--- src/core/ssic_pkg.sv ---
/*
 * Package for the synchronous burst SRAM input-capture block: widths,
 * burst order encodings, a cycle-type enum and the packed struct that
 * carries the control pins.
 * Assumes a single clock domain; all inputs are synchronous to it.
 */
package ssic_pkg;
    localparam int ADDR_W_DEF  = 18;
    localparam int LANES_DEF   = 4;
    localparam int LANE_BITS   = 9;
    localparam int BURST_W     = 2;
    localparam logic [1:0] BURST_ONE   = 2'h1;
    localparam logic [1:0] BURST_ZERO  = 2'h0;
    localparam logic       ORDER_LIN   = 1'b0;
    localparam logic       ORDER_INTLV = 1'b1;
    localparam real        CLK_MHZ     = 40.0;

    typedef enum logic [1:0] {
        SSIC_IDLE,
        SSIC_READ,
        SSIC_WRITE
    } ssic_op_e;

    typedef struct packed {
        logic primary_select_n;
        logic depth_select_hi;
        logic depth_select_lo_n;
        logic proc_addr_strobe_n;
        logic ctrl_addr_strobe_n;
        logic burst_advance_n;
        logic all_bytes_write_n;
        logic byte_write_qualifier_n;
    } ssic_ctrl_s;
endpackage

--- src/core/ssic_lane_decode.sv ---
/*
 * Byte-lane write decode: turns global write, qualifier and per-lane
 * selects into one write strobe per lane.
 * Assumes inputs are the raw pins; outputs are sampled at the rising clock edge.
 */
`timescale 1ns/1ps
module ssic_lane_decode
    import ssic_pkg::*;
#(
    parameter int LANES = LANES_DEF
) (
    input  wire logic             all_bytes_write_n_in,      // Global write
    input  wire logic             byte_write_qualifier_n_in, // Qualifier
    input  wire logic [LANES-1:0] byte_lane_write_n_in,      // Lane selects
    output logic      [LANES-1:0] lane_write_out,            // Lane writes
    output logic                  is_write_out               // Any write
);
    wire logic global_wr = ~all_bytes_write_n_in;
    wire logic qual_wr   = ~byte_write_qualifier_n_in;

    genvar g;
    generate
        for (g = 0; g < LANES; g++) begin : g_lane
            // Global write overrides qualifier and selects
            assign lane_write_out[g] = global_wr |
                (qual_wr & ~byte_lane_write_n_in[g]);
        end
    endgenerate

    // Qualifier low with no lane selected is still a write cycle
    assign is_write_out = global_wr | qual_wr;
endmodule

--- src/core/ssic_input_ctrl.sv ---
/*
 * Input capture and control decode for a pipelined synchronous burst
 * SRAM: address register, two-bit burst counter, selection and
 * byte-lane write decode.
 * Assumes a single clock, inputs synchronous to it, and a bus master
 * that keeps the strap static.
 */
`timescale 1ns/1ps
module ssic_input_ctrl
    import ssic_pkg::*;
#(
    parameter int ADDR_W = ADDR_W_DEF,
    parameter int LANES  = LANES_DEF
) (
    input  wire logic              clk_in,               // 40 MHz clock
    input  wire logic              rst_b_in,             // Sync reset, low
    input  wire logic              clk_en_in,            // Freeze when low
    input  wire logic [ADDR_W-1:0] addr_in,              // Address pins
    input  wire ssic_ctrl_s        ctrl_in,              // Control pins
    input  wire logic [LANES-1:0]  byte_lane_write_n_in, // Lane selects
    input  wire logic              order_strap_in,       // Burst order
    output logic [ADDR_W-1:0]      addr_out,             // Array address
    output logic [BURST_W-1:0]     burst_count_out,      // Raw counter
    output logic                   selected_out,         // Cycle active
    output logic                   write_out,            // Write cycle
    output logic [LANES-1:0]       lane_write_out,       // Lane writes
    output logic                   load_out              // New address
);
    // Counter bits sit below the loaded base, so the address is wider
    if (ADDR_W <= BURST_W || LANES < 1) begin : g_bad_param
        $error("ssic_input_ctrl: bad parameters");
    end

    ////////////////////////////////////////////////////////////////////
    // Selection and strobe decode
    wire logic chip_sel = ~ctrl_in.primary_select_n &
                          ctrl_in.depth_select_hi &
                          ~ctrl_in.depth_select_lo_n;
    wire logic proc_go  = ~ctrl_in.proc_addr_strobe_n &
                          ~ctrl_in.primary_select_n;
    // Controller strobe is overshadowed by an active processor strobe
    wire logic ctrl_go  = ~ctrl_in.ctrl_addr_strobe_n &
                          ~proc_go;
    // Selects matter only when a strobe asks for an external load
    wire logic load_ext = (proc_go | ctrl_go) & chip_sel;
    // A disregarded processor strobe neither loads nor deselects
    wire logic strobe   = proc_go |
                          ~ctrl_in.ctrl_addr_strobe_n;
    wire logic deselect = strobe & ~load_ext;
    wire logic advance  = ~ctrl_in.burst_advance_n & ~strobe &
                          selected_out;

    ////////////////////////////////////////////////////////////////////
    // Write decode; processor-strobe cycles are always reads
    wire logic [LANES-1:0] lane_wr;
    wire logic             is_wr;
    ssic_lane_decode #(.LANES(LANES)) u_lane (
        .all_bytes_write_n_in      (ctrl_in.all_bytes_write_n),
        .byte_write_qualifier_n_in (ctrl_in.byte_write_qualifier_n),
        .byte_lane_write_n_in      (byte_lane_write_n_in),
        .lane_write_out            (lane_wr),
        .is_write_out              (is_wr)
    );
    wire logic wr_now = is_wr & ~proc_go;

    ////////////////////////////////////////////////////////////////////
    // Registers
    logic [BURST_W-1:0] start_reg;
    logic [BURST_W-1:0] count_next;
    logic               order_reg;

    wire logic [BURST_W-1:0] count_inc = burst_count_out + BURST_ONE;
    assign count_next = load_ext ? addr_in[BURST_W-1:0] :
                        advance  ? count_inc : burst_count_out;

    // Next array address, worked out ahead so addr_out leaves a flop;
    // linear follows the count, interleaved XORs start with the step
    wire logic [BURST_W-1:0] start_next =
        load_ext ? addr_in[BURST_W-1:0] : start_reg;
    wire logic [BURST_W-1:0] offs    = count_next - start_next;
    wire logic [BURST_W-1:0] low_int = start_next ^ offs;
    wire logic [BURST_W-1:0] low_sel =
        (order_strap_in == ORDER_INTLV) ? low_int : count_next;
    wire logic [ADDR_W-1:0]  addr_next = load_ext ?
        {addr_in[ADDR_W-1:BURST_W], low_sel} :
        {addr_out[ADDR_W-1:BURST_W], low_sel};

    always_ff @(posedge clk_in) begin
        if (!rst_b_in) begin
            addr_out        <= '0;
            start_reg       <= BURST_ZERO;
            burst_count_out <= BURST_ZERO;
            selected_out    <= 1'b0;
            write_out       <= 1'b0;
            lane_write_out  <= '0;
            load_out        <= 1'b0;
            order_reg       <= ORDER_INTLV;
        end else if (clk_en_in) begin
            order_reg       <= order_strap_in;
            burst_count_out <= count_next;
            load_out        <= load_ext;
            addr_out        <= addr_next;
            if (load_ext) begin
                start_reg <= addr_in[BURST_W-1:0];
            end
            if (load_ext || deselect)
                selected_out <= load_ext;
            // Writes during a burst follow the current controls
            if (load_ext || advance || (selected_out && !strobe)) begin
                write_out      <= load_ext ? wr_now : is_wr;
                lane_write_out <= (load_ext ? wr_now : is_wr) ?
                                  lane_wr : '0;
            end else if (deselect) begin
                write_out      <= 1'b0;
                lane_write_out <= '0;
            end
        end
    end
endmodule

--- config.mk ---
export PLATFORM = sky130hd
export DESIGN_NAME = ssic_input_ctrl
export DESIGN_NICKNAME = d
export VERILOG_FILES = /design/src/core/ssic_pkg.sv /design/src/core/ssic_lane_decode.sv /design/src/core/ssic_input_ctrl.sv
export SDC_FILE = /design/constraint.sdc
export NUM_CORES = 1
export LEC_CHECK = 0
export BUFFER_PORTS_ARGS = -buffer_cell sky130_fd_sc_hd__buf_2
export CORE_UTILIZATION = 32
export DETAILED_ROUTE_END_ITERATION = 16
export HOLD_SLACK_MARGIN = 0.1
export PLACE_DENSITY = 0.69
export SYNTH_ARGS = -nofsm -noshare
export SYNTH_HDL_FRONTEND = slang
export SYNTH_SLANG_ARGS = --single-unit
--- constraint.sdc ---
create_clock -name clk_in -period 1.4 [get_ports clk_in]
set_input_delay 0.07 -clock clk_in [delete_from_list [all_inputs] [get_ports clk_in]]
set_output_delay 0.07 -clock clk_in [all_outputs]
set_load 0.02 [all_outputs]
; ---- Word level (Yosys, flattened, before mapping)
; Index checks and enable logic that the tools add are counted.
[op_classes]
bitwise = 35
reduce_logical = 9
addsub = 2
muxes = 10
[op_table]
columns = cell, count
row1 = inverter 1 bit, 14
row2 = AND 1 bit, 13
row3 = two-way mux 4 bit, 3
row4 = two-way mux 2 bit, 4
row5 = OR 1 bit, 7
row6 = AND reduction 2 bit, 3
row7 = logical OR 1 bit, 3
row8 = two-way mux 1 bit, 3
row9 = "adder 2 x 1 -> 2 bit, second input constant", 1
row10 = nonzero test 2 bit, 1
row11 = subtractor 2 bit, 1
row12 = XOR 2 bit, 1
row13 = logical AND 1 bit, 1
row14 = logical NOT 1 bit, 1
[totals]
input_bits = 34
out_inout_bits = 27
regBits = 29

; ---- Depth between registers and ports, before layout
[logic_depth]
depth_word = 11
mapped_depth = 5
ltp_nobuf = 4

; ---- Modules after synthesis
; Synthesis repeated with hierarchy kept, for this count alone.
[hier_totals]
cells_unflattened = 151
area_unflattened_um2 = 1297.5
[modules_own_cells]
columns = mod, area_each_um2, cells_each, seq_area_each_um2, n_inst
row1 = ssic_input_ctrl, 1273.7, 146, 540.5, 1
row2 = ssic_lane_decode, 23.8, 5, 0.0, 1

; ---- Worst setup path after synthesis
; OpenSTA, ideal clock, no wires.
[synth_timing]
kind = register to register
start = reg addr_out[0] (netlist name)
end = reg addr_out[1]
stages_incl_launch_ff = 5
setup_slack_ns = -0.030
t_arrival_ns = 1.305
n_path_buf = 0
required_ns = 1.275
cell_sequence = dfxtp_1 > a21bo_1 > and4_1 > nor4_1 > o31ai_1
[synth_rtl]
columns = element, line_no
row1 = "end signal, assigned", ssic_input_ctrl.sv:102  ; addr_out <= addr_next;
row2 = "end, declared", ssic_input_ctrl.sv:22  ; output logic [ADDR_W-1:0] addr_out,

; ---- Worst setup path after layout
[layout_timing]
start = reg selected_out
end = reg addr_out[1]
[layout_via]
elab_chain_cells = 6
[layout_rtl]
columns = element, line_no
row1 = "start, declared", ssic_input_ctrl.sv:24  ; output logic selected_out,
row2 = "start signal, assigned", ssic_input_ctrl.sv:107  ; selected_out <= load_ext;
row3 = AND 1 bit (*), ssic_input_ctrl.sv:50  ; wire logic advance = ~ctrl_in.burst_advance_n & ~strobe &
row4 = two-way mux 2 bit (*), ssic_input_ctrl.sv:74  ; advance ? count_inc : burst_count_out;
row5 = two-way mux 2 bit (*), ssic_input_ctrl.sv:73  ; assign count_next = load_ext ? addr_in[BURST_W-1:0] :
row6 = subtractor 2 bit, ssic_input_ctrl.sv:80  ; wire logic [BURST_W-1:0] offs = count_next - start_next;
row7 = XOR 2 bit, ssic_input_ctrl.sv:81  ; wire logic [BURST_W-1:0] low_int = start_next ^ offs;
row8 = two-way mux 2 bit (*), ssic_input_ctrl.sv:83  ; (order_strap_in == ORDER_INTLV) ? low_int : count_next;
; Every way passes the cells marked *; elsewhere a longest branch is shown, timed or not.
; A chain may end at the register's enable or synchronous reset.

==> impl.org <==
** Place
- Placer congestion estimate :: 0.797
- Once detailed placement completed, the half-perimeter wirelength came to about 2.0 mm.
- Buffers placed on the I/O ports in this run total 60.

** Power and ir drop
- Clock power frac :: 0.305
- Peak VDD IR :: ~0.32 mV
- The share of total power dissipated in sequential elements is 0.548.
- Psw :: 0.000345 W
- The analysis attributes to cell leakage a power of 0.888 nW.
- Of the total power, the share spent switching nets is 0.240.
- Summing internal, switching and leakage power gives 0.00144 W.
- The share of total power dissipated in combinational logic is 0.147.
- Cell-internal power :: ~0.0011 W
- Power per cell area :: 796 nW/um^2

** Layout
- Most common library cell in the layout ignoring fill and taps :: buf_2
- Layout net count :: between 200 and 250
- In the layout the commonest cells are buf_2, dfxtp_1, nor2b_1.
- The register with the most flip-flops in the layout has 18 of them.
- Biggest regs :: addr_out x18, lane_write_out x4
- Area growth from synthesis to final layout :: 49.9%
- Counting flops per register, the top entry is addr_out.
- The repair_antennas step left the layout with diodes totalling 0.
- Ratio of cells with drive above 1 in the final layout :: 0.377

** Outcome
- The run finished with clean final reports.

** Synth
- Part of the Yosys area used for sequential elements :: 0.448
- dfxtp_1 takes more of the synthesized area than any other cell.
- Top cells by area in the synthesized netlist :: dfxtp_1, mux2i_1, nor2b_1
- Mean Syn Cell Area :: around 9.9 um^2
- In this run the cell area of the synthesized design comes to about 1200 um^2.
- Of the post-synthesis cell area, the dominant cell type holds 0.448.
- The number of different library cells used by synthesis comes to 30.
- The number of nets in the synthesized netlist is between 150 and 200.
- Number of flops mapped to enable cells by yosys :: 0
- Share of flip-flops with an asynchronous set or reset :: 0
- YS warnings :: 0
- Mapped Cells :: 122
- In this run, synthesis produced a sequential element count of 27.
- Main flop type after synthesis :: dfxtp_1

** Timing
- RSZ-0062 raised after global routing :: false
- Post-layout minimum cycle time :: about 1300 ps
- The clock arrives with 5.43 ps of skew.
- Maximum frequency from static timing analysis :: a little under 800 MHz
- Final setup violating endpoints :: 0
- Setup total negative slack :: 0 ps
- Dividing the final minimum period by the clock period gives 0.917.
- Hold Vio Cnt, Final :: 0
- Hold is met by about 140 ps.
- In this run the tightest slew margin relative to its limit is 0.743.
- Max Transition Viols Final :: 0
- Tightest Pin Transition :: approximately 390 ps

** Global routing
- First-pass GRT wire length :: 5.04 mm
- The number of global-route vias before repair is roughly 1200.
- The number of antenna violations at the first check in global routing came to 0.
- Remaining global-route overflow :: 0
- Total track usage :: 0.156
- Pin count of the biggest net entering global routing :: 30

** Hold path
- Hold WC Path Type :: input port to flip-flop

** Floorplan
- Site row count :: 21
- The die covers approximately 4000 um^2.
- Horizontal extent of the die :: approximately 63 um
- 61 I/O pins were placed.
- Core Area :: ~3500 um^2
- Initial cell density of the core :: 0.348
- Die outline height :: between 60 and 70 um

** Routing
- The first detailed-routing pass took 4 iterations.
- In this run the top signal layer used is met4.
- Post-route antenna net violation count :: 0
- Detailed routing inserted a total of around 1200 vias.
- Number of DRC markers after the initial detailed-route iteration :: between 40 and 50
- In the detailed route, the total length drawn on met2 is between 1.5 and 2 mm.
- Summed over all nets, wire length on met3 after detailed routing comes to 142 um.
- Remaining routing DRC violations :: 0
- Sum of routed wire segments on met1 :: approximately 1.2 mm
- The routed design has 3.02 mm of wire.
- Detailed-route vias per instance :: between 4 and 5
- After detailed routing, the average wire length per cell comes to ~12 um.

** Clock tree
- Clock-pin slew was measured on the worst setup and hold paths at approximately 90 ps.
- Total clock buffers created by CTS :: 3
- TritonCTS clock tree :: built
- The tree is rooted in a clkbuf_8.
- Maximum number of buffers from clock root to sink :: 2
- Once the clock tree was built, the setup fixing pass inserted 0 buffers.
- TritonCTS sink count :: 27
- In this run the number of H-tree levels came out at 1.
- For the worst-skew pair, the clock arrives at the later sink with an insertion delay of 270 ps.

** Worst setup path
- Endpoint type of the worst setup path :: flip-flop
- Worst path arrival time :: 1440 ps
- The worst setup path is of the flip-flop to flip-flop kind.
- STA classifies the critical path startpoint as a flip-flop.
- At the worst endpoint, the required time is approximately 1600 ps.
- Critical Path Fanout Max :: 6

** Job
- The tool flagged a number of max-cap violations equal to 0.
## power by group through the flow
stage | combinational (W) | sequential (W) | clock (W)
after floorplan | 0.0000764 | 0.000823 | 0
after global placement | 0.000169 | 0.000807 | 0
after detailed placement | 0.000170 | 0.000807 | 0
after CTS | 0.000207 | 0.000790 | 0.000464
after global routing | 0.000232 | 0.000792 | 0.000494
final | 0.000212 | 0.000789 | 0.000438
## per-layer routing
| layer | up-vias | global-route usage |
|---|---|---|
| met4 | 0 | 0.0511 |
| met1 | 537 | 0.162 |
| met2 | 39 | 0.311 |
| li1 | 593 | - |
| met3 | 2 | 0.0217 |
| met5 | - | 0 |
## per-stage QoR
stage               setup WS, ps  std cells  cell area, um^2   util
floorplan                   92.4        122             1210      -
global placement             120        224             1550  0.448
detailed placement          57.6        224             1550  0.448
CTS                         45.1        245             1770  0.511
global route                10.3        245             1810  0.521
finish                       116        245             1810  0.521
## worst max-delay path, stage by stage, from the launching register on
cell and delay [ps]:
dfxtp_2 380, nand2b_1 120, o221a_2 290, nor4_2 280
o31ai_1 100
## cell usage after synthesis, drive strengths merged, types with 2 or more instances
cell type	number
a21boi	3
a32oi	6
and3	2
buf	3
clkbuf	4
dfxtp	27
inv	2
mux2i	17
nand2	7
nand3	2
nor2b	23
nor4	2
o21ai	9
## worst paths after layout
| kind | startpoint | end | slack, ps | cells past startpoint |
|---|---|---|---|---|
| hold reg to reg | load_out | load_out | 470 | 2 |
| setup / recovery | selected_out | addr_out[1] | 120 | 4 |
| setup reg to reg | selected_out | addr_out[1] | 120 | 4 |
| hold / removal | addr_in[1] | burst_count_out[1] | 140 | 3 |
## cell type report
| class | count | area [um^2] |
|---|---|---|
| Clock buffer | 3 | 41.3 |
| Clock inverter | 1 | 7.51 |
| Fill cell | 349 | 1660 |
| Inverter | 2 | 7.51 |
| Multi-Input combinational cell | 86 | 656 |
| Sequential cell | 27 | 546 |
| Tap cell | 46 | 57.6 |
| Timing Repair Buffer | 80 | 493 |
## kinds of logic (layout without fill, tap and decap cells)
group / after synthesis / in the layout / synth area share
compound gates: 28 / 28 / 0.173
simple gates: 41 / 41 / 0.202
mux: 17 / 17 / 0.141
flops: 27 / 27 / 0.448
buf+inv: 9 / 86 / 0.0353
## repair_timing
item                                   in CTS  in global routing
endpoints found under the hold margin      17                  0
setup endpoints to repair                   0                  1
hold buffers                               17                  0
gates resized for setup                     0                  7
Power figures use the tool's default switching activity.
